===== src/pkg/esf_map.svh =====
// Constants of the ECG sample buffer: SPI addresses, word layout, read timing.
// Assumes inclusion by bare name from design files; definitions only.
`ifndef ESF_MAP_SVH
`define ESF_MAP_SVH

// Buffer geometry
`define ESF_DEPTH          32
`define ESF_WORD_BITS      24

// Read locations, 7-bit SPI register address
`define ESF_ADDR_BURST     7'h20
`define ESF_ADDR_SINGLE    7'h21

// Word layout
`define ESF_SAMPLE_MSB     23
`define ESF_SAMPLE_LSB     6
`define ESF_SAMPLE_TAG_MSB       5
`define ESF_SAMPLE_TAG_LSB       3
`define ESF_PACING_POINTER_TAG_MSB       2
`define ESF_PACING_POINTER_TAG_LSB       0
`define ESF_SAMPLE_TAG_LAST_BIT  4

// Transaction timing in SCLK rising edges
`define ESF_CMD_LAST_BIT   3'h7
`define ESF_WORD_LAST_BIT  5'h17
`define ESF_BURST_LAST_N   5'h1f
`define ESF_FIRST_POP_EDGE 32
`define ESF_BURST_STRIDE   24

// Pacing tag with no linked pacing event
`define ESF_PACING_POINTER_TAG_NONE      3'h7

`endif


===== src/pkg/esf_pkg.sv =====
// Types of the ECG sample buffer: serial port states and sample tag codes.
// Assumes nothing of its surroundings.
`default_nettype none

package esf_pkg;

    typedef enum logic [1:0]
    {
        ESF_IDLE = 2'b00,
        ESF_CMD  = 2'b01,
        ESF_DATA = 2'b10,
        ESF_SKIP = 2'b11
    } esf_spi_state_t;

    typedef enum logic [2:0]
    {
        ESF_TAG_VALID      = 3'b000,
        ESF_TAG_FAST       = 3'b001,
        ESF_TAG_VALID_LAST = 3'b010,
        ESF_TAG_FAST_LAST  = 3'b011,
        ESF_TAG_EMPTY      = 3'b110,
        ESF_TAG_OVERRUN    = 3'b111
    } esf_tag_t;

endpackage

`default_nettype wire


===== src/hw/ecg_sample_fifo.sv =====
// ECG sample buffer read over the SPI slave port, with fill-level and overrun flags.
// Assumes samples and clear commands come from clk_sys logic; SPI pins are asynchronous.
`timescale 1ns/100ps
`default_nettype none
`include "esf_map.svh"

//Behaviour
//- Hold ECG results in a 32-entry, 24-bit circular buffer with separate pointers.
//- Write pointer advances internally as samples arrive; host cannot move it.
//- Single read consumes the entry on the 32nd SCLK rising edge.
//- Burst read consumes an entry on edges 32 plus n times 24, n up to 31.
//- A consumed entry is never presented again.
//- Fill flag rises when unread count reaches the 5-bit threshold meaning 1 to 32.
//- A write finding the buffer full is overrun: flag and tag show it.
//- Resync or fifo-clear command empties the buffer after an overrun.
//- Host writes to the read locations change nothing.
//- Readable at 0x20 burst and 0x21 single; 18-bit sample on top, two tags.
//- Sample tag in bits 5..3: valid, fast, and their last-available forms.
//- Reading an empty buffer returns sample tag 110.
//- After overrun every read returns sample tag 111 until cleared.
//- Pacing tag in bits 2..0; 111 means no linked pacing event.
module ecg_sample_fifo #(
    parameter int DEPTH = `ESF_DEPTH,
    parameter int WIDTH = `ESF_WORD_BITS
) (
    // Clock and reset
    input  wire logic        clk_sys,
    input  wire logic        rst_n,
    // Sample source
    input  wire logic        sampleValid,
    input  wire logic [17:0] sampleData,
    input  wire logic        sampleFast,
    input  wire logic [2:0]  pacingPointerTag,
    output logic             sampleReady,
    // Commands and configuration
    input  wire logic        fifoClearCmd,
    input  wire logic        channelResyncCommand,
    input  wire logic [4:0]  ecgFillIrqLevel,
    // Status
    output logic             ecgFillIrqFlag,
    output logic             ecgOverrunFlag,
    // SPI slave pins
    input  wire logic        spiSclk,
    input  wire logic        spiCsN,
    input  wire logic        spiSdi,
    output logic             spiSdoOut,
    output logic             spiSdoOe
);
    // Threshold field covers 1..32 and the word layout is fixed
    if (DEPTH > 32 || WIDTH != 24)
    begin : g_chk
        $error("ecg_sample_fifo: DEPTH above 32 or WIDTH other than 24");
    end

    localparam int LW = $clog2(DEPTH) + 1;

    esf_pkg::esf_spi_state_t state_r;
    esf_pkg::esf_spi_state_t state_nxt;

    logic          sclkMeta_r, sclkSync_r, sclkLast_r;
    logic          csNMeta_r, csNSync_r;
    logic          sdiMeta_r, sdiSync_r;
    logic [2:0]    cmdCnt_r;
    logic [6:0]    cmdSh_r;
    logic          burst_r;
    logic [4:0]    wordBit_r;
    logic [4:0]    wordNum_r;
    logic          loadReq_r;
    logic          wordValid_r;
    logic [23:0]   dataSh_r;
    logic          sdoOut_r;
    logic          sdoOe_r;
    logic          overrun_r;
    logic          fillFlag_r;
    logic [9:0]    edgeCnt_r;
    logic [LW-1:0] fifoLevel;
    logic [23:0]   fifoData;
    logic          fifoOutValid;

    // Pin synchronisers; the first stage is never read by logic
    always_ff @(posedge clk_sys or negedge rst_n)
    begin
        if (!rst_n)
        begin
            {sclkMeta_r, sclkSync_r, sclkLast_r} <= 3'h0;
            {csNMeta_r, csNSync_r}               <= 2'h3;
            {sdiMeta_r, sdiSync_r}               <= 2'h0;
        end
        else
        begin
            {sclkMeta_r, sclkSync_r, sclkLast_r} <= {spiSclk, sclkMeta_r, sclkSync_r};
            {csNMeta_r, csNSync_r}               <= {spiCsN, csNMeta_r};
            {sdiMeta_r, sdiSync_r}               <= {spiSdi, sdiMeta_r};
        end
    end

    // Edge and command decode
    wire sclkRise   = sclkSync_r && !sclkLast_r;
    wire sclkFall   = !sclkSync_r && sclkLast_r;
    wire csActive   = !csNSync_r;
    wire cmdDone    = (state_r == esf_pkg::ESF_CMD) && sclkRise && (cmdCnt_r == `ESF_CMD_LAST_BIT);
    wire addrBurst  = (cmdSh_r == `ESF_ADDR_BURST);
    wire addrSingle = (cmdSh_r == `ESF_ADDR_SINGLE);
    wire readOk     = sdiSync_r && (addrBurst || addrSingle);
    wire wordEnd    = (state_r == esf_pkg::ESF_DATA) && sclkRise && (wordBit_r == `ESF_WORD_LAST_BIT);
    wire moreWords  = burst_r && (wordNum_r != `ESF_BURST_LAST_N);
    wire popNow     = wordEnd && wordValid_r;
    wire clr        = fifoClearCmd || channelResyncCommand;
    wire sampleWr   = sampleValid && sampleReady && !clr;
    wire overSet    = sampleValid && !sampleReady && !clr;

    // Outgoing word: tag chosen by buffer state at load time
    wire [2:0] liveTag  = {1'b0, (fifoLevel == LW'(1)), fifoData[`ESF_SAMPLE_TAG_LSB]};
    wire [2:0] headTag  = overrun_r     ? esf_pkg::ESF_TAG_OVERRUN :
                          !fifoOutValid ? esf_pkg::ESF_TAG_EMPTY   :
                          liveTag;
    wire [2:0] headPtag = fifoOutValid ? fifoData[`ESF_PACING_POINTER_TAG_MSB:`ESF_PACING_POINTER_TAG_LSB] : `ESF_PACING_POINTER_TAG_NONE;
    wire [23:0] headWord = {fifoData[`ESF_SAMPLE_MSB:`ESF_SAMPLE_LSB], headTag, headPtag};

    // Storage; write side driven only by the sample source
    esf_buffer #(
        .WIDTH (WIDTH),
        .DEPTH (DEPTH)
    ) u_buf (
        .clk_sys  (clk_sys),
        .rst_n    (rst_n),
        .clr      (clr),
        .inValid  (sampleValid),
        .inData   ({sampleData, 2'h0, sampleFast, pacingPointerTag}),
        .inReady  (sampleReady),
        .outValid (fifoOutValid),
        .outData  (fifoData),
        .outReady (popNow),
        .level    (fifoLevel)
    );

    // Transaction sequencing; chip select high aborts anything
    always_comb
    begin
        state_nxt = state_r;
        unique case (state_r)
            esf_pkg::ESF_IDLE:
                if (csActive)
                    state_nxt = esf_pkg::ESF_CMD;
            esf_pkg::ESF_CMD:
                if (cmdDone)
                    state_nxt = readOk ? esf_pkg::ESF_DATA : esf_pkg::ESF_SKIP;
            esf_pkg::ESF_DATA:
                if (wordEnd && !moreWords)
                    state_nxt = esf_pkg::ESF_SKIP;
            esf_pkg::ESF_SKIP:
                state_nxt = state_r;
        endcase
        if (!csActive)
            state_nxt = esf_pkg::ESF_IDLE;
    end

    // Command shift, bit and word counters
    always_ff @(posedge clk_sys or negedge rst_n)
    begin
        if (!rst_n)
        begin
            state_r   <= esf_pkg::ESF_IDLE;
            cmdCnt_r  <= 3'h0;
            cmdSh_r   <= 7'h00;
            burst_r   <= 1'b0;
            wordBit_r <= 5'h00;
            wordNum_r <= 5'h00;
            edgeCnt_r <= 10'h000;
            loadReq_r <= 1'b0;
        end
        else
        begin
            state_r   <= state_nxt;
            loadReq_r <= (cmdDone && readOk) || (wordEnd && moreWords);
            if (state_r == esf_pkg::ESF_IDLE)
            begin
                cmdCnt_r  <= 3'h0;
                wordBit_r <= 5'h00;
                wordNum_r <= 5'h00;
                edgeCnt_r <= 10'h000;
            end
            else if (sclkRise)
            begin
                edgeCnt_r <= edgeCnt_r + 10'h001;
                if (state_r == esf_pkg::ESF_CMD)
                begin
                    cmdCnt_r <= cmdCnt_r + 3'h1;
                    burst_r  <= addrBurst;
                    if (cmdCnt_r != `ESF_CMD_LAST_BIT)
                        cmdSh_r <= {cmdSh_r[5:0], sdiSync_r};
                end
                if (state_r == esf_pkg::ESF_DATA)
                begin
                    wordBit_r <= wordEnd ? 5'h00 : wordBit_r + 5'h01;
                    if (wordEnd)
                        wordNum_r <= wordNum_r + 5'h01;
                end
            end
        end
    end

    // Output shifter: load one cycle after the pop so the new head is seen
    always_ff @(posedge clk_sys or negedge rst_n)
    begin
        if (!rst_n)
        begin
            dataSh_r    <= 24'h00_0000;
            wordValid_r <= 1'b0;
            sdoOut_r    <= 1'b0;
            sdoOe_r     <= 1'b0;
        end
        else
        begin
            // Held until the fall after the last rise; the host samples bit 0 late in that phase
            sdoOe_r <= csActive && ((state_nxt == esf_pkg::ESF_DATA) || (sdoOe_r && !sclkFall));
            if (loadReq_r)
            begin
                dataSh_r    <= headWord;
                wordValid_r <= fifoOutValid;
            end
            else if (sclkFall && state_r == esf_pkg::ESF_DATA)
            begin
                sdoOut_r <= dataSh_r[23];
                dataSh_r <= {dataSh_r[22:0], 1'b0};
            end
        end
    end

    // Status flags; clear beats a same-cycle refused write, clear cycles cannot overrun
    always_ff @(posedge clk_sys or negedge rst_n)
    begin
        if (!rst_n)
        begin
            overrun_r  <= 1'b0;
            fillFlag_r <= 1'b0;
        end
        else
        begin
            if (overSet)
                overrun_r <= 1'b1;
            else if (clr)
                overrun_r <= 1'b0;
            fillFlag_r <= (6'(fifoLevel) >= (6'(ecgFillIrqLevel) + 6'h01));
        end
    end

    assign ecgFillIrqFlag = fillFlag_r;
    assign ecgOverrunFlag = overrun_r;
    assign spiSdoOut      = sdoOut_r;
    assign spiSdoOe       = sdoOe_r;

    // Checks
    depth_bound_a: assert property (@(posedge clk_sys) disable iff (!rst_n)
        fifoLevel <= LW'(DEPTH)) else $error("buffer holds more than its depth");
    write_advance_a: assert property (@(posedge clk_sys) disable iff (!rst_n)
        sampleWr && !popNow |=> fifoLevel == $past(fifoLevel) + LW'(1)) else $error("write did not advance");
    single_pop_a: assert property (@(posedge clk_sys) disable iff (!rst_n)
        popNow && !burst_r |-> edgeCnt_r == 10'(`ESF_FIRST_POP_EDGE - 1)) else $error("single pop off edge 32");
    burst_pop_a: assert property (@(posedge clk_sys) disable iff (!rst_n)
        popNow && burst_r |-> edgeCnt_r >= 10'(`ESF_FIRST_POP_EDGE - 1)
            && (int'(edgeCnt_r) - (`ESF_FIRST_POP_EDGE - 1)) % `ESF_BURST_STRIDE == 0
            && edgeCnt_r <= 10'(`ESF_FIRST_POP_EDGE - 1 + 31 * `ESF_BURST_STRIDE)) else $error("burst pop off grid");
    pop_consumes_a: assert property (@(posedge clk_sys) disable iff (!rst_n)
        popNow && !sampleWr && !clr |=> fifoLevel == $past(fifoLevel) - LW'(1)) else $error("pop left entry");
    fill_flag_a: assert property (@(posedge clk_sys) disable iff (!rst_n)
        ##1 ecgFillIrqFlag == ($past(fifoLevel) > LW'($past(ecgFillIrqLevel)))) else $error("fill flag wrong");
    overrun_set_a: assert property (@(posedge clk_sys) disable iff (!rst_n)
        overSet |=> ecgOverrunFlag) else $error("overrun not flagged");
    clear_empties_a: assert property (@(posedge clk_sys) disable iff (!rst_n)
        clr |=> fifoLevel == '0 && !ecgOverrunFlag ##1 ecgFillIrqFlag == 1'b0) else $error("clear incomplete");
    write_ignored_a: assert property (@(posedge clk_sys) disable iff (!rst_n)
        cmdDone && !sdiSync_r && csActive |=> state_r == esf_pkg::ESF_SKIP && !spiSdoOe) else $error("write not ignored");
    empty_tag_a: assert property (@(posedge clk_sys) disable iff (!rst_n)
        loadReq_r && !fifoOutValid && !overrun_r |=> dataSh_r[5:3] == 3'b110 && dataSh_r[2:0] == 3'b111)
        else $error("empty tag wrong");
    overrun_tag_a: assert property (@(posedge clk_sys) disable iff (!rst_n)
        loadReq_r && overrun_r |=> dataSh_r[5:3] == 3'b111) else $error("overrun tag wrong");
    last_tag_a: assert property (@(posedge clk_sys) disable iff (!rst_n)
        loadReq_r && fifoOutValid && !overrun_r |=> dataSh_r[4] == ($past(fifoLevel) == LW'(1))
            && dataSh_r[5] == 1'b0) else $error("last tag wrong");
    last_bit_driven_a: assert property (@(posedge clk_sys) disable iff (!rst_n)
        popNow && csActive |=> spiSdoOe) else $error("data line released before last bit");

endmodule

`default_nettype wire


===== src/hw/esf_buffer.sv =====
// Circular buffer with first-word-fall-through read side and synchronous clear.
// Assumes both sides run on clk_sys; clear wins over a same-cycle write or read.
`timescale 1ns/100ps
`default_nettype none

module esf_buffer #(
    parameter int WIDTH = 24,
    parameter int DEPTH = 32
) (
    // Clock and reset
    input  wire logic                       clk_sys,
    input  wire logic                       rst_n,
    // Control
    input  wire logic                       clr,
    // Fill side
    input  wire logic                       inValid,
    input  wire logic [WIDTH-1:0]           inData,
    output logic                            inReady,
    // Drain side
    output logic                            outValid,
    output logic [WIDTH-1:0]                outData,
    input  wire logic                       outReady,
    // Unread entries
    output logic [$clog2(DEPTH):0]          level
);
    localparam int AW = $clog2(DEPTH);

    // Pointer arithmetic needs a power of two
    if (DEPTH < 2 || (1 << AW) != DEPTH)
    begin : g_chk
        $error("esf_buffer: DEPTH must be a power of two, at least 2");
    end

    logic [WIDTH-1:0] mem [DEPTH];
    logic [AW:0]      wrPtr_r;
    logic [AW:0]      rdPtr_r;

    // Extra pointer bit tells full from empty
    wire full  = (wrPtr_r[AW] != rdPtr_r[AW]) && (wrPtr_r[AW-1:0] == rdPtr_r[AW-1:0]);
    wire empty = (wrPtr_r == rdPtr_r);
    wire wrEn  = inValid && !full && !clr;
    wire rdEn  = outReady && !empty && !clr;

    assign inReady  = !full;
    assign outValid = !empty;
    assign outData  = mem[rdPtr_r[AW-1:0]];
    assign level    = wrPtr_r - rdPtr_r;

    // Pointers; write side moves on its own, never from the reader
    always_ff @(posedge clk_sys or negedge rst_n)
    begin
        if (!rst_n)
        begin
            wrPtr_r <= '0;
            rdPtr_r <= '0;
        end
        else if (clr)
        begin
            wrPtr_r <= '0;
            rdPtr_r <= '0;
        end
        else
        begin
            if (wrEn)
                wrPtr_r <= wrPtr_r + 1'b1;
            if (rdEn)
                rdPtr_r <= rdPtr_r + 1'b1;
        end
    end

    // Storage has no reset; outData shows stale or unwritten words while empty
    always_ff @(posedge clk_sys)
    begin
        if (wrEn)
            mem[wrPtr_r[AW-1:0]] <= inData;
    end

endmodule

`default_nettype wire


===== config.mk =====
export PLATFORM = sky130hd
export DESIGN_NAME = ecg_sample_fifo
export DESIGN_NICKNAME = d
export VERILOG_FILES = /design/src/pkg/esf_pkg.sv /design/src/hw/ecg_sample_fifo.sv /design/src/hw/esf_buffer.sv
export VERILOG_INCLUDE_DIRS = /design/src /design/src/pkg
export SDC_FILE = /design/constraint.sdc
export NUM_CORES = 1
export LEC_CHECK = 0
export CAP_MARGIN = 20
export CORE_MARGIN = 2
export CORE_UTILIZATION = 50
export DETAILED_ROUTE_END_ITERATION = 8
export DONT_BUFFER_PORTS = 1
export GPL_ROUTABILITY_DRIVEN = 0
export PLACE_DENSITY = 0.67
export SLEW_MARGIN = 30
export SYNTH_ARGS = -nofsm -noshare
export SYNTH_HDL_FRONTEND = slang
export SYNTH_SLANG_ARGS = --single-unit
export TNS_END_PERCENT = 100

===== constraint.sdc =====
create_clock -name clk_sys -period 5.6 [get_ports clk_sys]
set_input_delay 0.56 -clock clk_sys [delete_from_list [all_inputs] [get_ports clk_sys]]
set_output_delay 0.56 -clock clk_sys [all_outputs]
set_load 0.02 [all_outputs]

==> results of run 1 <==
==> through the flow <==
| step | worst slack, ps | instances | hold WS (ps) | utilization |
|---|---|---|---|---|
| after detailed placement | 1560 | 2310 | 267 | 0.523 |
| final | 1440 | 2460 | 28.7 | 0.569 |
| after CTS | 1540 | 2457 | 4.45 | 0.568 |
| after global routing | 1250 | 2460 | 1.28 | 0.569 |
| after floorplan | 1430 | 1559 | 264 | - |
| after global placement | 1610 | 2310 | 267 | 0.523 |
==> flip-flops by register name, indices dropped and copies added, names as in the netlist, 2 cells and up <==
signal         cells
cmdSh_r            7
u_buf.wrPtr_r      6
state_r            2
wordBit_r          5
u_buf.rdPtr_r      6
u_buf.mem        704
cmdCnt_r           3
wordNum_r          5
dataSh_r          24
==> final timing paths <==
check	endpoint	slack [ps]	cells past startpoint
worst max register to register	u_buf.mem[30][7]$_DFFE_PP_	1440	10
worst max-delay path	u_buf.mem[30][7]$_DFFE_PP_	1440	10
max in group asynchronous	csNSync_r$_DFF_PN1_	4700	2
worst min-delay path	u_buf.mem[21][3]$_DFFE_PP_	30	0
min in group asynchronous	dataSh_r[4]$_DFFE_PN0P_	560	2
worst min register to register	sclkSync_r$_DFF_PN0_	350	0
==> area by class of cell <==
cell class / instances / share of cell area
sequential: 776 / 0.668
tap: 782 / 0.0285
inverter: 21 / 0.00229
timing repair buffer: 56 / 0.0138
clock inverter: 50 / 0.0172
multi-input combinational: 683 / 0.211
clock buffer: 92 / 0.0595
==> report_power, final <==
part           internal [mW]  switching [mW]  total [mW]
clock                   3.22            2.15        5.37
combinational         0.0420          0.0485      0.0906
sequential              6.35          0.0200        6.37
==> timing repair <==
item                      CTS  global route
hold endpoints to repair   75             5
hold buffers                5             3
gates resized for setup     0             0
==> per-layer routing <==
| metal | wire, µm | vias to the layer above | part of all wire | GRT usage |
|---|---|---|---|---|
| met4 | 1760 | 0 | 0.024 | 0.0646 |
| met5 | 0 | - | 0 | 0 |
| met3 | 7210 | 96 | 0.099 | 0.0681 |
| li1 | - | 6423 | - | - |
| met1 | 29400 | 8080 | 0.40 | 0.333 |
| met2 | 34400 | 743 | 0.47 | 0.363 |
==> kinds of logic (layout without fill, tap and decap cells) <==
group | count (synthesis) | in the layout | synth area share
buffers and inverters | 100 | 219 | 0.0163
multiplexers | 226 | 226 | 0.149
adder cells (fa/ha/maj) | 23 | 23 | 0.00964
flip-flops | 776 | 776 | 0.749
AO/OA/AOI/OAI | 144 | 144 | 0.0308
AND/OR/NAND/NOR | 269 | 269 | 0.0393
XOR/XNOR | 21 | 21 | 0.00601
==> cells in the final DEF (no fill, tap or decap), types with 22 or more instances in the layout <==
cell type	n
edfxtp_1	704
mux4_2	181
nor2_1	94
clkbuf_16	80
dfrtp_1	67
nand2_1	65
buf_4	46
nor2_2	32
a21oi_1	27
o21ai_0	26
mux2i_1	23
mux2_2	22
ha_1	22
==> results.md, run 1 <==
- The flow ran to the end, and the final reports show no timing, DRC or antenna violations.
- The total wirelength of the detailed-routed design is approximately 73,000 µm.
- The initial utilization of the core area, before any placement, comes to 0.506.
- The number of detailed-routing iterations run before antenna repair is 5.
- In the final design database the tool counted between 1,500 and 2,000 nets.
- Clock tree synthesis selected as its root buffer the cell clkbuf_16.
- The total count of max-transition violations in the final report is 0.
- In the final routed layout, each cell accounts on average for roughly 30 µm.
- The CTS tree is done.
- The number of inserted diodes is 0.
- The required time reported for the critical path endpoint is between 5000 and 6000 ps.
- The class of the most critical hold timing path is in2reg.
- The initial antenna violation count is 2.
- The startpoint of the most critical setup path is u_buf.rdPtr_r[2]$_DFFE_PN0P_.
- The number of rows created at floorplan is 90.
- The number of nets handed over by synthesis was between 1,500 and 2,000.
- The via count of the routed design is between 15,000 and 20,000.
- The floorplan die area is 63,200 µm².
- The number of buffers between clock root and the deepest sink is 3.
- The via count of the first global-routing pass was 15,400.
- The measured slew at the worst slew-check pin is around 950 ps.
- 40 I/O pins were placed.
- The number of clock sinks is between 700 and 800.
- The sequential cell area fraction in the yosys report is 0.749.
- The max-capacitance violation count is 0.
- The number of levels the H-tree was split into is 3.
- Timing would allow up to 240 MHz.
- The worst pin sits at a relative slew slack of 0.368.
- The final setup skew is around 28 ps.
- Setup total negative slack on the finished layout was measured at 0 ps.
- The type of the worst setup path is reg2reg.
- The kind of end point of the critical path is a register.
- The number of fill cells in the layout is 4,441.
- Measured along the y axis, the die boundary spans around 250 µm.
- The sum of overflow across all layers after global routing is 0.
- Walking the worst path, the cells encountered are buf_4 -> inv_1 -> ha_1 -> and4_1 -> nand3_1 -> and2_1 -> nor2b_1 -> nand2_1 -> nor2_2 -> buf_4.
- The launching element type of the critical path is a register.
- IR analysis of the VDD net gives a maximum drop of approximately 0.00024 V.
- The most common cell in the synthesized netlist is edfxtp_1.
- The cell count after synthesis came out at 1,559.
- After routing the design area is 34,400 µm².
- Setup repair after global routing left no endpoint under its margin.
- Of the post-synthesis cell area, the dominant cell type holds 0.690.
- In the final layout, the share of cells above drive strength 1 is 0.244.
- The number of CTS-inserted buffers is roughly 80.
- The footprint of the multi-input gates is between 7000 and 8000 µm².
- The clock-pin transition on the worst setup and hold timing paths is approximately 60 ps.
- Power spread over the standard cell area amounts to between 300 and 400 nW/µm².
- The family of cells with the greatest summed delay on the critical path is simple AND/OR/NAND/NOR gates.
- Counting distinct cell types in the post-synthesis netlist gives 58.
- A synthesized cell averages 19.6 µm².
- The completed layout was analyzed and its total power is roughly 12 mW.
- The sequential standard cell area is ~23,000 µm².
- By area the synthesized netlist is led by edfxtp_1 69%, mux4_2 13%, dfrtp_1 5.7%, nor2_1 1.5%, ha_1 0.90%.
- The final period demand of the worst path is around 4200 ps.
- The synthesis-to-finish area growth is 12.3%.
- The beginning of the worst hold path is sampleFast.
- From left edge to right edge, the die measures around 250 µm.
- The wire length of the first global-routing pass is around 110,000 µm.
- For this design, the slowest cell found on the critical path is nor2_2.
- The most numerous cell type found on the critical path is buf_4.
- The startpoint of the worst register-to-register path is u_buf.rdPtr_r[2]$_DFFE_PN0P_.
- The setup violation total in the final timing report is 0.
- The number of port buffers is 0.
- The commonest cells after synthesis are 704 x edfxtp_1, 181 x mux4_2, 126 x nor2_1.
- In this run the remaining antenna-violating nets after routing total 0.
- The DRC violation count after routing is 0.
- Entering global routing, the biggest net connects 85 pins.
- The flip-flop cell with the highest count after synthesis is edfxtp_1.
- Together, buffers and inverters on the worst path number 3.
- In this run the worst path has a maximum fanout of 23.
- The number of DRC markers in iteration 0 is around 1,900.
- Yosys printed 0 warnings.
- The ratio of final minimum period to clock period is 0.743.
- The post-placement cell area is 31,600 µm².
- The analysis attributes to cell leakage a power of ~11 nW.
- The final-report hold violation count is 0.
- In this run, synthesis produced a sequential element count of roughly 780.
- Of all flip-flops after synthesis, the portion carrying an async set or reset was 0.0928.
- The maximum cell stage delay along the critical path is approximately 660 ps.
- Summing every instance area after synthesis gives 30,600 µm².
- The global routing usage summed across all routing layers is 0.236.
- In this run the post-CTS setup repair buffer count came out at 0.
- After detailed routing, the number of vias per cell comes to between 6 and 7.
- The library cell occupying the most area in the post-synthesis netlist is edfxtp_1.
- The region available for standard cell placement spans between 60,000 and 70,000 µm².
- The signal arrival time at the worst endpoint is about 4500 ps.
- Clock latency on the worst-skew pair, taken at its later pin, is between 600 and 700 ps.
- Counting flops with a built-in enable in the synthesized netlist gives around 700.
- Summed over all nets, the half-perimeter wirelength after detailed placement is 44,700 µm.
(Power assumes the default switching activity.)
==> run 2, diff against run 1 <==
--- a/config.mk
+++ b/config.mk
@@ -6,13 +6,14 @@
 export SDC_FILE = /design/constraint.sdc
 export NUM_CORES = 1
 export LEC_CHECK = 0
+export ABC_AREA = 1
 export CAP_MARGIN = 20
 export CORE_MARGIN = 2
 export CORE_UTILIZATION = 50
 export DETAILED_ROUTE_END_ITERATION = 8
 export DONT_BUFFER_PORTS = 1
 export GPL_ROUTABILITY_DRIVEN = 0
-export PLACE_DENSITY = 0.67
+export PLACE_DENSITY = 0.7
 export SLEW_MARGIN = 30
 export SYNTH_ARGS = -nofsm -noshare
 export SYNTH_HDL_FRONTEND = slang
==> constraint.sdc (replaced) <==
create_clock -name clk_sys -period 3.35 [get_ports clk_sys]
set_input_delay 0.335 -clock clk_sys [delete_from_list [all_inputs] [get_ports clk_sys]]
set_output_delay 0.335 -clock clk_sys [all_outputs]
set_load 0.02 [all_outputs]
==> run 2 against run 1 <==
Net effect:
- clock skew down 5.6 ps
- sequential power is 66% higher
- register-to-register slack got worse by 1000 ps
- final cell count is 56% higher
- critical path type unchanged
- largest power group unchanged
- highest routed layer unchanged
==> results.md, run 2 <==
- In this run the cell area of the synthesized design comes to 32,500 µm².
- In this run the power spent charging and discharging nets is between 3 and 4 mW.
- The worst reg-to-reg path cell count is 10.
- By startpoint and endpoint, the worst setup path is classified as reg2reg.
- The final period demand of the worst path is 2930 ps.
- The total count of max-transition violations in the final report is 0.
- The number of port buffers is 0.
- The switching power as a share of total power is 0.202.
- Counting flops with a built-in enable in the synthesized netlist gives between 700 and 800.
- The multi-input combinational cells in the finished layout cover a total of roughly 8400 µm².
- The portion of total power attributed to the clock network is 0.433.
- The final-report hold violation count is 0.
- The cell that appears most often on the critical path is nand3_1.
- In this run the remaining antenna-violating nets after routing total 0.
- OpenSTA, run right after detailed placement, puts the worst setup slack at slightly above 500 ps.
- The kind of end point of the critical path is a register.
- The top cell types in the final layout, fill and taps aside, are 1,072 x nand2_1, 704 x edfxtp_1, 494 x nand3_1.
- For this run, the leading register cell type out of synthesis is edfxtp_1.
- Post-CTS repair changed the size of 0 cells.
- In this run the tightest slew margin relative to its limit is 0.298.
- The global routing usage summed across all routing layers is 0.248.
- The pin count of the biggest net entering global routing is between 150 and 200.
- The number of DRC markers in iteration 0 is 2,712.
- The number of clock sinks is 776.
- The library cell occupying the most area in the post-synthesis netlist is edfxtp_1.
- Broken down by cell family, the worst path's largest delay share belongs to buffers and inverters.
- In this run the worst hold path is classified as in2reg.
- The maximum vdd drop is 0.000612 V.
- After synthesis, the share of flip-flops with an asynchronous set or reset is 0.0928.
- The first global-routing pass estimated around 130,000 µm of wire.
- The post-synthesis area per instance is between 10 and 15 µm².
- The share of total power in combinational logic is 0.020.
- The smallest setup slack after layout is 422 ps.
- For this run, the detailed router's first-pass iteration total came to 5.
- STA classifies the critical path startpoint as a register.
- The commonest non-fill, non-tap cell in the layout is nand2_1.
- Pin placement for this block handled 40 I/O pins.
- The ratio of total power to cell area is about 530 nW/µm².
- The setup violation total in the final timing report is 0.
- When the netlist entered floorplanning its net count stood at ~3,000.
- Across the run, the number of max-cap violations was 0.
- The effective utilization at floorplan is 0.504.
- The longest clock path from root to sink contains 3 buffers.
- Measured on the finished design, the core utilization comes to 0.566.
- In this run the critical register-to-register path is captured at dataSh_r[15]$_DFFE_PN0P_.
- The area of all placed cells without fillers is 36,400 µm².
- Along the worst path, the maximum fanout reaches between 150 and 200.
- The terminating pin of the worst hold path is u_buf.mem[17][7]$_DFFE_PP_.
- The highest-delay cell along the critical path is buf_12.
- The post-placement cell area is between 30,000 and 40,000 µm².
- The count of state elements after synthesis is slightly below 800.
- The CTS tree is done.
- Clock-pin slew was measured on the worst setup and hold paths at approximately 60 ps.
- The internal portion of total power is around 16 mW.
- Global routing finished with a remaining overflow of 0.
- Walking the worst path, the cells encountered are buf_4 -> buf_12 -> nand2_1 -> nand3_1 -> nand2_1 -> nand2_1 -> nand3_1 -> nand3_1 -> nand3_1 -> a21oi_1.
- The met3 wire length is between 7000 and 8000 µm.
- The number of inserted diodes is 0.
- Of the available clock period, the critical path in the final layout requires 0.874.
- Buffers inserted during clock tree synthesis total 81.
- The number of unique standard cell types used by synthesis is slightly above 40.
- The maximum cell stage delay along the critical path is around 540 ps.
- The die is about 260 µm wide.
- The startpoint of the worst register-to-register path is u_buf.rdPtr_r[0]$_DFFE_PN0P_.
- The net count of the finished layout is approximately 3,000.
- The via count of the first global-routing pass is between 20,000 and 25,000.
- The via count of the routed design is around 22,000.
- The signal arrival time at the worst endpoint is around 3500 ps.
- For this run, the register share of the synthesized area comes to 0.707.
- Setup repair after global routing left no endpoint under its margin.
- The most common cell in the synthesized netlist is nand2_1.
- For the final routed database, the setup TNS stands at 0 ps.
- The required time reported for the critical path endpoint is between 3000 and 4000 ps.
- The detailed-route wire length per cell is ~22 µm.
- Fill cells in the final layout number ~5,200.
- The worst register-to-register path has a setup slack of 420 ps.
- The sequential standard cell area is around 23,000 µm².
- The area of the core is around 64,000 µm².
- The yosys synthesis warning count is 0.
- The area share of the largest cell type after synthesis is 0.651.
- The vertical die dimension is ~260 µm.
- Summed over all nets, wire length on met2 after detailed routing comes to ~40,000 µm.
- The synthesis-to-finish area growth is 12.1%.
- The clock latency on the worst-skew pair is about 630 ps.
- The flip-flop count of the largest register after layout is 704.
- The fmax is 342 MHz.
- Along the worst hold path, the cell count comes to 1.
- The clock tree synthesis step divided the H-tree into 3 levels.
- The critical path contains buffers and inverters numbering 2 combined.
- The beginning of the worst hold path is sampleData[3].
- Ranked by instance count, the synthesized netlist is headed by 1,072 x nand2_1, 704 x edfxtp_1, 494 x nand3_1.
- The wire length on met1 is around 33,000 µm.
- In the post-synthesis netlist, the biggest area contributors are edfxtp_1 65%, nand2_1 12%, nand3_1 7.6%, dfrtp_1 5.4%, nor2_1 1.5%.
- The run finished with clean final reports.
- The number of rows created at floorplan is 93.
- After detailed routing, the number of remaining DRC violations is 0.
- The root cell of the clock tree is clkbuf_16.
- Counting every instance in the synthesized netlist gives 2,898.
- Of the cells placed in the final design, the portion with a size suffix greater than 1 is 0.0843.
- The placed wire-length estimate after detailed placement is around 47,000 µm.
- The uppermost layer routed is met4.
- The initial antenna violation count is 0.
- The design draws 19.4 mW.
- For the final database, setup skew stands at roughly 22 ps.
- The final layout contains routed wiring with a total length of ~83,000 µm.
- The die covers 67,000 µm².
- Of the total power, registers draw 0.547.
- Summed over all cells, the static leakage comes to roughly 14 nW.
- In the routed layout, each cell is associated on average with a via count of about 5.7.
- At the pin with the least slew margin, the transition time is around 1100 ps.
-- run 2: cell count changes in the layout (fill, tap and decap cells not counted), sizes merged, moves of 22 or more --
| cell | change |
|---|---|
| buf | +44 |
| inv | +54 |
| mux2 | -22 |
| mux2i | -23 |
| mux4 | -181 |
| nand2 | +1012 |
| nand3 | +482 |
| o21ai | +30 |
-- run 2: per-stage QoR --
stage	cells	hold WS (ps)
after floorplan	2898	39.4
after global placement	3662	43.0
after detailed placement	3662	42.1
after CTS	3834	4.70
after global routing	3834	18.8
final	3834	30.3
-- run 2: how the worst max path moves through the flow --
stage / from / end / depth (start not counted)
final: u_buf.rdPtr_r[0]$_DFFE_PN0P_ / dataSh_r[15]$_DFFE_PN0P_ / 10
after global routing: u_buf.rdPtr_r[0]$_DFFE_PN0P_ / dataSh_r[22]$_DFFE_PN0P_ / 11
after CTS: u_buf.rdPtr_r[0]$_DFFE_PN0P_ / dataSh_r[15]$_DFFE_PN0P_ / 10
after detailed placement: u_buf.rdPtr_r[1]$_DFFE_PN0P_ / ecgFillIrqFlag$_DFF_PN0_ / 11
after global placement: u_buf.rdPtr_r[0]$_DFFE_PN0P_ / dataSh_r[21]$_DFFE_PN0P_ / 11
after floorplan: u_buf.rdPtr_r[3]$_DFFE_PN0P_ / u_buf.mem[0][0]$_DFFE_PP_ / 13
-- run 2: repair_timing --
| item | CTS | global route |
|---|---|---|
| setup buffers | 0 | 0 |
| hold buffers | 30 | 0 |
| hold endpoints to repair | 785 | 0 |
-- run 2: layout make-up --
cell class / instances / share of cell area
clock inverter: 29 / 0.00509
sequential: 776 / 0.631
tap: 855 / 0.0294
clock buffer: 113 / 0.0622
multi-input combinational: 1885 / 0.231
inverter: 76 / 0.00835
timing repair buffer: 100 / 0.0337
-- run 2: logic make-up after synthesis --
logic type | Yosys count | synth area share
AO/OA/AOI/OAI | 123 | 0.0202
XOR/XNOR | 9 | 0.00243
adder cells (fa/ha/maj) | 23 | 0.00910
buffers and inverters | 237 | 0.0389
flip-flops | 776 | 0.707
AND/OR/NAND/NOR | 1730 | 0.222
-- run 2: power groups by stage --
stage	clock network (mW)	logic, mW	registers (mW)
floorplan	0	0.0957	10.8
global placement	0	0.130	10.8
detailed placement	0	0.137	10.8
CTS	8.49	0.394	10.6
global route	8.84	0.429	10.6
finish	8.42	0.399	10.6
-- run 2: worst reg2reg max path: stages (launching register included) --
cell     delay [ps]
dfrtp_4         400
buf_4           470
buf_12          560
nand2_1         500
nand3_1         160
nand2_1          70
nand2_1         120
nand3_1         130
nand3_1         200
nand3_1         110
a21oi_1         150
-- run 2: layer usage --
| metal | up-vias | GRT usage |
|---|---|---|
| met5 | - | 0 |
| met4 | 0 | 0.0888 |
| met3 | 166 | 0.0496 |
| met2 | 987 | 0.399 |
| met1 | 10700 | 0.339 |
| li1 | 9999 | - |
==> run 3, diff against run 2 <==
--- a/config.mk
+++ b/config.mk
@@ -13,7 +13,7 @@
 export DETAILED_ROUTE_END_ITERATION = 8
 export DONT_BUFFER_PORTS = 1
 export GPL_ROUTABILITY_DRIVEN = 0
-export PLACE_DENSITY = 0.7
+export PLACE_DENSITY_LB_ADDON = 0.1
 export SLEW_MARGIN = 30
 export SYNTH_ARGS = -nofsm -noshare
 export SYNTH_HDL_FRONTEND = slang
==> run 3 against run 2 <==
Net effect:
- design area up 0.76%
- global-route usage rose by 0.84 points
- first-iteration DRC count decreased by 24%
- non-clock buffer count is 11 lower
- critical path type unchanged
- total power increased by 1.1%
==> results.md, run 3 (synthesis results as in run 2) <==
- Along the worst path, the maximum fanout reaches approximately 190.
- Entering global routing, the biggest net connects roughly 190 pins.
- The repair_antennas step left the layout with diodes totalling 0.
- The clock latency on the worst-skew pair is 630 ps.
- The library cell used most frequently in the layout, excluding fill and tap cells, is nand2_1.
- For this configuration, the core starts out at a cell density of 0.504.
- The class of the most critical hold timing path is in2reg.
- The net switching power is 3.93 mW.
- Dividing total power by cell area gives a power density of 536 nW/µm².
- The clock net in this run drives a total of ~780 sinks.
- The startpoint identified for the worst register-to-register timing path is u_buf.rdPtr_r[0]$_DFFE_PN0P_.
- By startpoint and endpoint, the worst setup path is classified as reg2reg.
- Headroom to the max-slew limit came out at 0.322.
- TritonCTS created between 80 and 90 clock buffers.
- The required time reported for the critical path endpoint is roughly 3900 ps.
- STA classifies the critical path startpoint as a register.
- In the global route stage, overall resource usage came out at 0.257.
- The floorplan has 93 rows.
- The setup violation total in the final timing report is 0.
- The final-report hold violation count is 0.
- The worst path meets setup with between 400 and 500 ps of slack.
- The floorplan step defined a die boundary enclosing around 67,000 µm².
- The total count of max-transition violations in the final report is 0.
- The post-placement worst setup slack is ~460 ps.
- The internal power of the cells totals around 16 mW.
- The initial antenna violation count is 1.
- Of the total power, the share spent switching nets is 0.200.
- The total setup buffers inserted after CTS is 0.
- The die width is about 260 µm.
- After layout, the design draws a total of between 15 and 20 mW.
- The die is between 200 and 300 µm tall.
- The routed layout has roughly 21,000 vias.
- The region available for standard cell placement spans around 64,000 µm².
- The total wirelength of the detailed-routed design is approximately 85,000 µm.
- For the pin with the worst max-slew slack, the measured transition is between 1000 and 1500 ps.
- The number of buffers between clock root and the deepest sink is 3.
- Across the whole layout, storage elements account for ~23,000 µm².
- The wire length of the first global-routing pass is roughly 130,000 µm.
- After detailed routing, the number of remaining DRC violations is 0.
- Across all register-to-register paths, the minimum setup slack is between 400 and 500 ps.
- CTS placed an instance of clkbuf_16 at the clock tree root.
- The placed wire-length estimate after detailed placement is 49,100 µm.
- The proportion of power drawn by flip-flops and latches is 0.540.
- For this run, global-route usage on met2 was measured as 0.415.
- For this design the static power due to leakage is 13.8 nW.
- The met3 routing resource usage after global routing is 0.0500.
- The ratio of final minimum period to clock period is 0.869.
- The library cells used most frequently in the layout, excluding fill and tap cells, are 1,072 x nand2_1, 704 x edfxtp_1, 494 x nand3_1.
- The final antenna-violating net count is 0.
- The most critical setup path has its endpoint at dataSh_r[6]$_DFFE_PN0P_.
- The portion of total power attributed to the clock network is 0.439.
- The number of port buffers is 0.
- For met1 alone, demand over resource in global routing was 0.352.
- For this run, the share of the core covered by cells in the final layout is 0.570.
- Setup repair after global routing left no endpoint under its margin.
- Summing all multi-input logic gate instances after layout gives 8480 µm².
- The CTS tree is done.
- The signal arrival time at the worst endpoint is around 3500 ps.
- The register with the most flip-flops in the layout has slightly above 700 of them.
- The post-placement cell area is 33,600 µm².
- In the final routed layout, each cell accounts on average for about 22 µm.
- STA classifies the critical path endpoint as a register.
- The via count of the first global-routing pass is ~21,000.
- Based on the critical path, the design can be clocked at up to approximately 340 MHz.
- Tracing the worst setup path back leads to its startpoint at u_buf.rdPtr_r[0]$_DFFE_PN0P_.
- The share of total power in combinational logic is 0.020.
- IR analysis of the VDD net gives a maximum drop of ~0.00045 V.
- The clock-pin transition on the worst setup and hold timing paths is roughly 60 ps.
- With fillers left out, the area of the finished cells amounts to 36,700 µm².
- The number of levels the H-tree was split into is 3.
- The reg-to-reg critical path endpoint is dataSh_r[6]$_DFFE_PN0P_.
- Using the TritonRoute via totals, the vias-per-cell ratio works out to 5.57.
- For this run, the post-layout net count is about 3,000.
- Compared with the post-synthesis result, the final layout area differs by 13.0%.
- The final period demand of the worst path is slightly below 3000 ps.
- The sum of overflow across all layers after global routing is 0.
- The run finished with clean final reports.
- The number of DRC markers in iteration 0 is 2,049.
- The count of boundary I/O pins is 40.
- The final setup skew is approximately 23 ps.
- The max-capacitance violation count is 0.
- The number of detailed-routing iterations run before antenna repair is 6.
- The highest-utilization routing layer at the global route stage is met2.
- The fraction of layout instances using a drive strength above 1 is 0.0828.
- For the worst flop-to-flop path, the logic depth is 10.
- The number of fill cells in the layout is roughly 5,400.
-- run 3: changes by cell type in the layout (fill, tap and decap cells not counted), moves of 2 or more --
| cell | change |
|---|---|
| buf_12 | +15 |
| buf_4 | -25 |
| bufinv_16 | +5 |
| clkbuf_1 | -9 |
| clkbuf_16 | -3 |
| clkinv_1 | +8 |
| clkinv_2 | +5 |
| clkinv_4 | -2 |
| nor2_2 | -18 |
| nor2_4 | +18 |
-- run 3: layout make-up --
type                            instances  share of cell area
Clock buffer                          101              0.0587
Multi-Input combinational cell       1885               0.231
Sequential cell                       776               0.626
Timing Repair Buffer                   89              0.0362
Inverter                               76             0.00829
Clock inverter                         45              0.0103
Tap cell                              855              0.0292
-- run 3: power by group through the flow --
| stage | logic, mW | registers (mW) | clock network, mW |
|---|---|---|---|
| 6_report | 0.395 | 10.6 | 8.64 |
| 5_1_grt | 0.434 | 10.6 | 9.12 |
| 4_1_cts | 0.397 | 10.6 | 8.78 |
| 3_5_place_dp | 0.138 | 10.8 | 0 |
| 3_3_place_gp | 0.133 | 10.8 | 0 |
| 2_1_floorplan | 0.0957 | 10.8 | 0 |
-- run 3: routing by layer --
layer,vias to the layer above,share of wire
met5,-,0
met4,0,0.026
met3,139,0.075
met2,733,0.47
met1,10500,0.42
li1,9993,-
-- run 3: worst max-delay path, cell delays in order (launching register included) --
cell,delay (ps)
dfrtp_4,500
buf_12,530
buf_4,500
nand2_1,100
nand3_1,100
nand2_1,80
nand2_1,60
nand3_1,100
nand3_1,210
nand3_1,160
a21oi_1,200
-- run 3: worst min-delay path by stage --
stage | start | to | slack, ps | cells after the start
after floorplan | rst_n | burst_r$_DFFE_PN0P_ | 40 | 0
after global placement | rst_n | cmdCnt_r[2]$_DFFE_PN0P_ | 40 | 0
after detailed placement | rst_n | cmdSh_r[1]$_DFFE_PN0P_ | 40 | 0
after CTS | pacingPointerTag[1] | u_buf.mem[10][1]$_DFFE_PP_ | 0.6 | 1
after global routing | sampleData[2] | u_buf.mem[23][6]$_DFFE_PP_ | 20 | 1
final | sampleData[0] | u_buf.mem[23][4]$_DFFE_PP_ | 20 | 1
-- run 3: per-stage QoR --
step | hold WS [ps] | instances | TNS (ps)
2_1_floorplan | 39.4 | 2898 | -125340
3_3_place_gp | 42.1 | 3652 | 0
3_5_place_dp | 42.3 | 3652 | 0
4_1_cts | 0.572 | 3827 | 0
5_1_grt | 20.7 | 3827 | 0
6_report | 23.5 | 3827 | 0
-- run 3: repair_timing --
action	CTS	global route
hold buffers	29	0
resized for setup	0	0
endpoints found under the hold margin	783	0
